`config.mk`:
```
export PLATFORM = sky130hd
export DESIGN_NAME = scp_spi_command_port
export DESIGN_NICKNAME = d
export VERILOG_FILES = /design/src/core/scp_pkg.sv /design/src/core/scp_sync.sv /design/src/core/scp_spi_command_port.sv
export VERILOG_INCLUDE_DIRS = /design/src /design/src/core
export SDC_FILE = /design/constraint.sdc
export NUM_CORES = 1
export LEC_CHECK = 0
export ABC_AREA = 1
export ABC_CLOCK_PERIOD_IN_PS = 2100
export BUFFER_PORTS_ARGS = -buffer_cell sky130_fd_sc_hd__buf_4
export CAP_MARGIN = 20
export CORE_UTILIZATION = 55
export DETAILED_ROUTE_END_ITERATION = 6
export PLACE_DENSITY = 0.91
export SLEW_MARGIN = 5
export SYNTH_ARGS = -nofsm -noshare
export SYNTH_HDL_FRONTEND = slang
export SYNTH_SLANG_ARGS = --single-unit
```
`constraint.sdc`:
```
create_clock -name clock -period 2.1 [get_ports clock]
set_input_delay 0.105 -clock clock [delete_from_list [all_inputs] [get_ports clock]]
set_output_delay 0.105 -clock clock [all_outputs]
set_load 0.005 [all_outputs]
```
`src/core/scp_map.svh`:
```
`ifndef SCP_MAP_SVH
`define SCP_MAP_SVH

// Opcodes
`define SCP_OP_RDREG 3'h0
`define SCP_OP_RDBUF 3'h1
`define SCP_OP_WRREG 3'h2
`define SCP_OP_WRBUF 3'h3
`define SCP_OP_SETB 3'h4
`define SCP_OP_CLRB 3'h5
`define SCP_OP_SRST 3'h7
// Fixed arguments
`define SCP_BUF_ARG 5'h1a
`define SCP_RST_ARG 5'h1f
// Header field positions
`define SCP_OP_MSB 7
`define SCP_OP_LSB 5
`define SCP_ARG_MSB 4
`define SCP_ARG_LSB 0
// Buffer pointer width and limits
`define SCP_PTR_W 13
`define SCP_PTR_LAST 13'h1fff
`define SCP_PTR_ZERO 13'h0000
`define SCP_PTR_ONE 13'h0001
// Bit counter, reset and dummy read byte values
`define SCP_LAST_BIT 3'h7
`define SCP_BYTE_ZERO 8'h00
`define SCP_DUMMY_BYTE 8'h00
`endif

```
`src/core/scp_pkg.sv`:
```
package scp_pkg;

  // Pins sampled from the host side
  typedef struct packed {
    logic cs_n;
    logic sck;
    logic si;
  } scp_pins_t;

  // Buffer memory write request
  typedef struct packed {
    logic wr;
    logic [12:0] addr;
    logic [7:0] data;
  } scp_mem_wr_t;

  // Control register write request
  typedef struct packed {
    logic wr;
    logic [4:0] addr;
    logic [7:0] data;
  } scp_reg_wr_t;

  // Frame states
  typedef enum logic [8:0] {
    ST_IDLE  = 9'h001,
    ST_HDR   = 9'h002,
    ST_RDREG = 9'h004,
    ST_RDBUF = 9'h008,
    ST_WRREG = 9'h010,
    ST_WRBUF = 9'h020,
    ST_SETB  = 9'h040,
    ST_CLRB  = 9'h080,
    ST_SKIP  = 9'h100
  } scp_state_t;

endpackage

```
`src/core/scp_sync.sv`:
```
`timescale 1ns/100ps
// Two-stage synchroniser with edge flags taken after the second stage
module scp_sync #(
  parameter int W = 3
) (
  input wire logic clock,
  input wire logic rst,
  input wire logic [W-1:0] din,
  output logic [W-1:0] dout,
  output logic [W-1:0] rise,
  output logic [W-1:0] fall
);

  logic [W-1:0] meta_reg;
  logic [W-1:0] sync_reg;
  logic [W-1:0] prev_reg;

  genvar i;
  generate
    for (i = 0; i < W; i++) begin : g_bit
      // First stage feeds only the second stage
      always_ff @(posedge clock) begin
        if (rst) begin
          meta_reg[i] <= 1'b0;
          sync_reg[i] <= 1'b0;
          prev_reg[i] <= 1'b0;
        end else begin
          meta_reg[i] <= din[i];
          sync_reg[i] <= meta_reg[i];
          prev_reg[i] <= sync_reg[i];
        end
      end
      assign rise[i] = sync_reg[i] & ~prev_reg[i];
      assign fall[i] = ~sync_reg[i] & prev_reg[i];
    end
  endgenerate

  assign dout = sync_reg;

endmodule

```
`src/core/scp_spi_command_port.sv`:
```
`timescale 1ns/100ps
`include "scp_map.svh"
module scp_spi_command_port (
  input wire logic clock,
  input wire logic rst,
  input wire scp_pkg::scp_pins_t pins,
  output logic so_out,
  output logic so_oe,
  input wire logic pointer_auto_step,
  input wire logic [12:0] rx_ring_start,
  input wire logic [12:0] rx_ring_end,
  input wire logic rd_ptr_load,
  input wire logic wr_ptr_load,
  input wire logic [12:0] ptr_load_value,
  input wire logic reg_core_sel,
  input wire logic [7:0] reg_rdata,
  output scp_pkg::scp_reg_wr_t reg_req,
  output logic [12:0] buffer_read_pointer,
  output logic [12:0] buffer_write_pointer,
  input wire logic [7:0] mem_rdata,
  output scp_pkg::scp_mem_wr_t mem_req,
  output logic soft_reset_pulse
);

  // ------------------------------------------------------------
  // Pin sampling
  // ------------------------------------------------------------

  logic [2:0] pin_s;
  logic [2:0] pin_rise;
  logic [2:0] pin_fall;

  // Every pin crosses two flops; sck edges come from the synced level.
  // Select is synced active high, so the flops' reset value means deselected
  // and no false frame follows reset.
  scp_sync #(
    .W(3)
  ) u_sync (
    .clock(clock),
    .rst(rst),
    .din({~pins.cs_n, pins.sck, pins.si}),
    .dout(pin_s),
    .rise(pin_rise),
    .fall(pin_fall)
  );

  logic si_s;
  logic sck_rise;
  logic sck_fall;
  logic frame;

  // Mode 0,0 only: data in on the rise, out on the fall
  assign si_s = pin_s[0];
  assign sck_rise = pin_rise[1];
  assign sck_fall = pin_fall[1];
  assign frame = pin_s[2];

  // ------------------------------------------------------------
  // Header decoding
  // ------------------------------------------------------------

  // Maps a header byte to the state that serves its payload
  function automatic scp_pkg::scp_state_t decode_hdr(input logic [7:0] hdr);
    logic [2:0] op;
    logic [4:0] arg;
    op = hdr[`SCP_OP_MSB:`SCP_OP_LSB];
    arg = hdr[`SCP_ARG_MSB:`SCP_ARG_LSB];
    case (op)
      `SCP_OP_RDREG: decode_hdr = scp_pkg::ST_RDREG;
      `SCP_OP_RDBUF: decode_hdr = (arg == `SCP_BUF_ARG) ? scp_pkg::ST_RDBUF : scp_pkg::ST_SKIP;
      `SCP_OP_WRREG: decode_hdr = scp_pkg::ST_WRREG;
      `SCP_OP_WRBUF: decode_hdr = (arg == `SCP_BUF_ARG) ? scp_pkg::ST_WRBUF : scp_pkg::ST_SKIP;
      `SCP_OP_SETB: decode_hdr = scp_pkg::ST_SETB;
      `SCP_OP_CLRB: decode_hdr = scp_pkg::ST_CLRB;
      default: decode_hdr = scp_pkg::ST_SKIP;
    endcase
  endfunction

  // Soft reset needs the exact constant as well as the opcode
  function automatic logic is_srst(input logic [7:0] hdr);
    is_srst = (hdr[`SCP_OP_MSB:`SCP_OP_LSB] == `SCP_OP_SRST) &&
              (hdr[`SCP_ARG_MSB:`SCP_ARG_LSB] == `SCP_RST_ARG);
  endfunction

  // ------------------------------------------------------------
  // Bit framing
  // ------------------------------------------------------------

  scp_pkg::scp_state_t state_reg;
  scp_pkg::scp_state_t state_next;
  logic [2:0] bit_cnt_reg;
  logic [7:0] shift_reg;
  logic [7:0] byte_in;
  logic byte_done;
  logic hdr_done;

  // A byte counts only once its eighth bit has arrived
  assign byte_in = {shift_reg[6:0], si_s};
  assign byte_done = frame & sck_rise & (bit_cnt_reg == `SCP_LAST_BIT);
  assign hdr_done = byte_done & (state_reg == scp_pkg::ST_HDR);

  // Bit counter and input shifter restart on every deselect
  always_ff @(posedge clock) begin
    if (rst || !frame) begin
      bit_cnt_reg <= 3'h0;
      shift_reg <= `SCP_BYTE_ZERO;
    end else if (sck_rise) begin
      bit_cnt_reg <= bit_cnt_reg + 3'h1;
      shift_reg <= byte_in;
    end
  end

  // Deselect always wins, so any operation ends with chip select
  always_comb begin
    state_next = state_reg;
    if (!frame) begin
      state_next = scp_pkg::ST_IDLE;
    end else begin
      case (state_reg)
        scp_pkg::ST_IDLE: state_next = scp_pkg::ST_HDR;
        scp_pkg::ST_HDR: begin
          if (byte_done) begin
            state_next = decode_hdr(byte_in);
          end
        end
        scp_pkg::ST_RDREG, scp_pkg::ST_RDBUF, scp_pkg::ST_WRREG, scp_pkg::ST_WRBUF,
        scp_pkg::ST_SETB, scp_pkg::ST_CLRB, scp_pkg::ST_SKIP: state_next = state_reg;
        default: state_next = scp_pkg::ST_IDLE;
      endcase
    end
  end

  always_ff @(posedge clock) begin
    if (rst) begin
      state_reg <= scp_pkg::ST_IDLE;
    end else begin
      state_reg <= state_next;
    end
  end

  // ------------------------------------------------------------
  // Read path
  // ------------------------------------------------------------

  logic reading;
  logic load_req_reg;
  logic first_load_reg;
  logic [7:0] tx_reg;
  logic [7:0] tx_src;
  logic so_reg;
  logic so_oe_reg;

  assign reading = (state_reg == scp_pkg::ST_RDREG) || (state_reg == scp_pkg::ST_RDBUF);

  // Byte chosen one clock after the header or data byte ends, so the
  // register address and read pointer have already settled
  assign tx_src = (state_reg == scp_pkg::ST_RDBUF) ? mem_rdata :
                  (first_load_reg && !reg_core_sel) ? `SCP_DUMMY_BYTE :
                  reg_rdata;

  // Reload request after each full byte keeps the stream going
  always_ff @(posedge clock) begin
    if (rst || !frame) begin
      load_req_reg <= 1'b0;
    end else begin
      load_req_reg <= byte_done &&
                      (reading || (hdr_done && (decode_hdr(byte_in) == scp_pkg::ST_RDREG ||
                                                decode_hdr(byte_in) == scp_pkg::ST_RDBUF)));
    end
  end

  // Dummy byte only once per non-core register read; buffer and core register reads get none
  always_ff @(posedge clock) begin
    if (rst || !frame) begin
      first_load_reg <= 1'b0;
    end else if (hdr_done) begin
      first_load_reg <= 1'b1;
    end else if (load_req_reg) begin
      first_load_reg <= 1'b0;
    end
  end

  // Output shifter: MSb leaves on the falling edge after the load
  always_ff @(posedge clock) begin
    if (rst || !frame) begin
      tx_reg <= `SCP_BYTE_ZERO;
      so_reg <= 1'b0;
    end else if (load_req_reg) begin
      tx_reg <= tx_src;
    end else if (sck_fall && reading) begin
      so_reg <= tx_reg[7];
      tx_reg <= {tx_reg[6:0], 1'b0};
    end
  end

  // Drive the pin only while a read streams data
  always_ff @(posedge clock) begin
    if (rst) begin
      so_oe_reg <= 1'b0;
    end else begin
      so_oe_reg <= frame && reading;
    end
  end

  assign so_out = so_reg;
  assign so_oe = so_oe_reg;

  // ------------------------------------------------------------
  // Register writes and bit operations
  // ------------------------------------------------------------

  logic [7:0] wr_val;
  logic wr_fire;

  // Read-modify-write uses the addressed value on the last bit's edge
  assign wr_val = (state_reg == scp_pkg::ST_SETB) ? (reg_rdata | byte_in) :
                  (state_reg == scp_pkg::ST_CLRB) ? (reg_rdata & ~byte_in) :
                  byte_in;
  // Bit operations on non-core locations are dropped
  assign wr_fire = byte_done && ((state_reg == scp_pkg::ST_WRREG) ||
                   (reg_core_sel && ((state_reg == scp_pkg::ST_SETB) ||
                                     (state_reg == scp_pkg::ST_CLRB))));

  // Address latched from the header for the whole frame
  always_ff @(posedge clock) begin
    if (rst) begin
      reg_req <= '0;
    end else begin
      reg_req.wr <= wr_fire;
      if (hdr_done) begin
        reg_req.addr <= byte_in[`SCP_ARG_MSB:`SCP_ARG_LSB];
      end
      if (wr_fire) begin
        reg_req.data <= wr_val;
      end
    end
  end

  // ------------------------------------------------------------
  // Buffer pointers
  // ------------------------------------------------------------

  logic rd_step;
  logic wr_step;
  logic [12:0] rd_ptr_next;
  logic [12:0] wr_ptr_next;

  assign rd_step = byte_done && (state_reg == scp_pkg::ST_RDBUF) && pointer_auto_step;
  assign wr_step = byte_done && (state_reg == scp_pkg::ST_WRBUF);

  // Ring end check comes before the plain roll-over
  assign rd_ptr_next = (buffer_read_pointer == rx_ring_end) ? rx_ring_start :
                       (buffer_read_pointer == `SCP_PTR_LAST) ? `SCP_PTR_ZERO :
                       buffer_read_pointer + `SCP_PTR_ONE;
  assign wr_ptr_next = (buffer_write_pointer == `SCP_PTR_LAST) ? `SCP_PTR_ZERO :
                       buffer_write_pointer + `SCP_PTR_ONE;

  // A software load beats an auto step in the same clock
  always_ff @(posedge clock) begin
    if (rst) begin
      buffer_read_pointer <= `SCP_PTR_ZERO;
    end else if (rd_ptr_load) begin
      buffer_read_pointer <= ptr_load_value;
    end else if (rd_step) begin
      buffer_read_pointer <= rd_ptr_next;
    end
  end

  always_ff @(posedge clock) begin
    if (rst) begin
      buffer_write_pointer <= `SCP_PTR_ZERO;
    end else if (wr_ptr_load) begin
      buffer_write_pointer <= ptr_load_value;
    end else if (wr_step && pointer_auto_step) begin
      buffer_write_pointer <= wr_ptr_next;
    end
  end

  // Buffer store uses the pointer before its step
  always_ff @(posedge clock) begin
    if (rst) begin
      mem_req <= '0;
    end else begin
      mem_req.wr <= wr_step;
      if (wr_step) begin
        mem_req.addr <= buffer_write_pointer;
        mem_req.data <= byte_in;
      end
    end
  end

  // ------------------------------------------------------------
  // Soft reset
  // ------------------------------------------------------------

  // One clock pulse as soon as the full header is seen
  always_ff @(posedge clock) begin
    if (rst) begin
      soft_reset_pulse <= 1'b0;
    end else begin
      soft_reset_pulse <= hdr_done && is_srst(byte_in);
    end
  end

endmodule

```
==> run summary <==
net count after synthesis = 1026
pin count of the biggest net entering global routing = 57
flip-flop count of the largest register, all copies and words added = 22
height of the chip = 106 um
clock network fraction of total power = 0.324
maximum fanout along the worst path = 14
total CTS buffers = 9
Core Area = 0.0104 sq mm
number of pins with negative max-slew slack in the final report = 0
fraction of final layout cells sized beyond drive strength 1 = 0.178
net count of the finished layout = 1144
critical path arrival = 2120 ps
CTS tree = done
most common cell after layout, fill and taps aside = nand2_1
slew at the pin with the worst max-slew slack = 592 ps
input/output buffers = 128
highest achievable clock rate = 548 MHz
final global-route overflow total = 0
Total Negative Setup Slacks = 0 ps
most common flop cell mapped by yosys = dfxtp_1
Horiz. Die Dim = 106 um
Multi-input gate area = 0.00323 sq mm
total routing resource utilization after global routing = 0.280
post-synthesis sequential area ratio = 0.343
Synth Instances = 958
Hold Violations, Final = 0
area growth from synthesis to layout = 21.1%
final core area utilization = 0.689
Critical Path Source Type = register
half-perimeter wire length of the detailed placement result = 11500 um
number of remaining DRC errors = 0
wire length of the first global-routing pass = 25700 um
number of nets with antenna violations after routing = 0
final weighted congestion of routability-driven global placement = 0.992
cell at the root of the clock tree = clkbuf_8
Synth Register Bits = 101
maximum vdd ir drop = 0.328 mV
critical path capture point type = register
post-synthesis async set-or-reset flop share = 0
clock tree skew after final layout = 10.7 ps
wirelength, routed = 15400 um
yosys synthesis warning count = 0
top library cells by usage in the layout, fill and taps aside = nand2_1, buf_4, nor2_1
min cycle time layout = 1830 ps
sequential group share of total power = 0.553
CTS HTree Levels = 3
Comb pwr share = 0.123
Max-Cap Viols = 0
maximum root-to-sink buffer count = 2
max_slew headroom = 0.605
Most flops, register = mem_req
Setup violations, final = 0
average wire per standard cell = 12.7 um
antenna violations before repair = 0
Sink Count = 101
netlist area before placement = 0.00590 sq mm
Fillers = 901
run status = complete, no violations
registers with the most flip-flops = mem_req x22, reg_req x14
NetSw = 1020 uW
reported leakage power = 0.00346 uW
final cycle utilization of the critical path = 0.869
number of synthesized flops with an enable pin = 0
category of the most critical setup path = reg2reg
power density over cell area = 509 mW/mm^2
via density per instance = 5.30
internal power = 2610 uW
M1 GR Usage = 0.357
routed via count = 6445
total iterations of the first detailed-routing run = 6
cell row count = 37
post-synthesis average cell area = 6.16 sq um
PnR worst setup slack = 274 ps
# IOs = 129
met3 global-route usage = 0.0470
Yosys cell types = 34
layer with the highest usage = met2
Worst-Skew Late Latency = 370 ps
flip-flop and latch area = 0.00202 sq mm
number of global-route vias before repair = 5773
effective utilization at floorplan = 0.569
Die Outline Area = 0.0111 sq mm
Hold Path Class = in2reg
RSZ-0062 raised after global routing = false
clock transition at the registers of the reported paths = 100 ps
initial detailed-routing violation count = 480
global-route met2 utilization = 0.475
antenna cells = 0
endpoint required time on the critical path = 2400 ps
switch share = 0.282
worst setup slack before clock tree synthesis = 295 ps
-- synthesized netlist by cell type (all sizes together), types with 3 or more instances --
cell type  count  share of area
a21oi         80          0.068
buf           19          0.020
clkbuf        15         0.0095
dfxtp        101           0.34
ha             4         0.0085
inv          124          0.079
nand2        273           0.18
nand3        124           0.11
nand4          9          0.012
nor2         140          0.098
nor3          12          0.011
o21ai         37          0.031
xnor2          3         0.0045
xor2           9          0.013
-- critical path, cell delays in order, from the launching register on --
cell and delay, ps:
dfxtp_1 350, ha_1 150, ha_1 160, nand3_1 130
nor2_2 220, nand2_4 170, nor2_4 290, nand3_1 130
a21oi_1 140
-- power groups by stage --
| stage | logic [uW] | clock network (uW) | registers [uW] |
|---|---|---|---|
| 4_1_cts | 444 | 1190 | 2010 |
| 2_1_floorplan | 234 | 0 | 2040 |
| 5_1_grt | 499 | 1240 | 2020 |
| 6_report | 448 | 1180 | 2010 |
| 3_3_place_gp | 431 | 0 | 2050 |
| 3_5_place_dp | 436 | 0 | 2050 |
-- layout make-up --
cell class | instances | share of cell area
clock buffers | 9 | 0.0173
clock inverters | 7 | 0.00788
inverters | 126 | 0.0669
multi-input cells | 697 | 0.452
flip-flops and latches | 101 | 0.283
well taps | 136 | 0.0238
repair buffers | 141 | 0.149
-- repair_timing --
| action | 4_1_cts | 5_1_grt |
|---|---|---|
| setup buffers | 0 | 0 |
| endpoints found under the hold margin | 3 | 0 |
| hold buffers | 3 | 0 |
| gates resized for setup | 0 | 0 |
-- through the flow --
| step | hold slack [ps] | total power [uW] | cells | instance area (sq um) |
|---|---|---|---|---|
| after floorplan | 172 | 2270 | 958 | 5900 |
| after global placement | 276 | 2480 | 1198 | 6930 |
| after detailed placement | 276 | 2490 | 1198 | 6930 |
| after CTS | 44.7 | 3640 | 1217 | 7140 |
| after global routing | 38.6 | 3760 | 1217 | 7140 |
| final | 50.6 | 3630 | 1217 | 7140 |
-- metal layers --
metal,vias up,part of all wire
met5,-,0
met4,0,0.023
met3,35,0.069
met2,274,0.48
met1,2875,0.43
li1,3261,-
-- worst paths after layout --
kind	startpoint	to	slack (ps)	cells past startpoint
hold reg to reg	u_sync.meta_reg[1]	u_sync.dout[1]	410	2
hold / removal	ptr_load_value[2]	buffer_write_pointer[2]	50	3
setup / recovery	bit_cnt_reg[0]	buffer_read_pointer[1]	270	8
setup reg to reg	bit_cnt_reg[0]	buffer_read_pointer[1]	270	8
-- cell families (layout without fill, tap and decap cells) --
| logic type | Yosys count | in the layout | share of synthesized area |
|---|---|---|---|
| xor gates and xnor gates | 12 | 12 | 0.0178 |
| adders and majority gates | 4 | 4 | 0.00848 |
| and+or+nand+nor | 562 | 562 | 0.419 |
| buffers and inverters | 160 | 283 | 0.110 |
| AOI/OAI and AO/OA | 119 | 119 | 0.102 |
| DFF | 101 | 101 | 0.343 |
(Power assumes the default switching activity.)
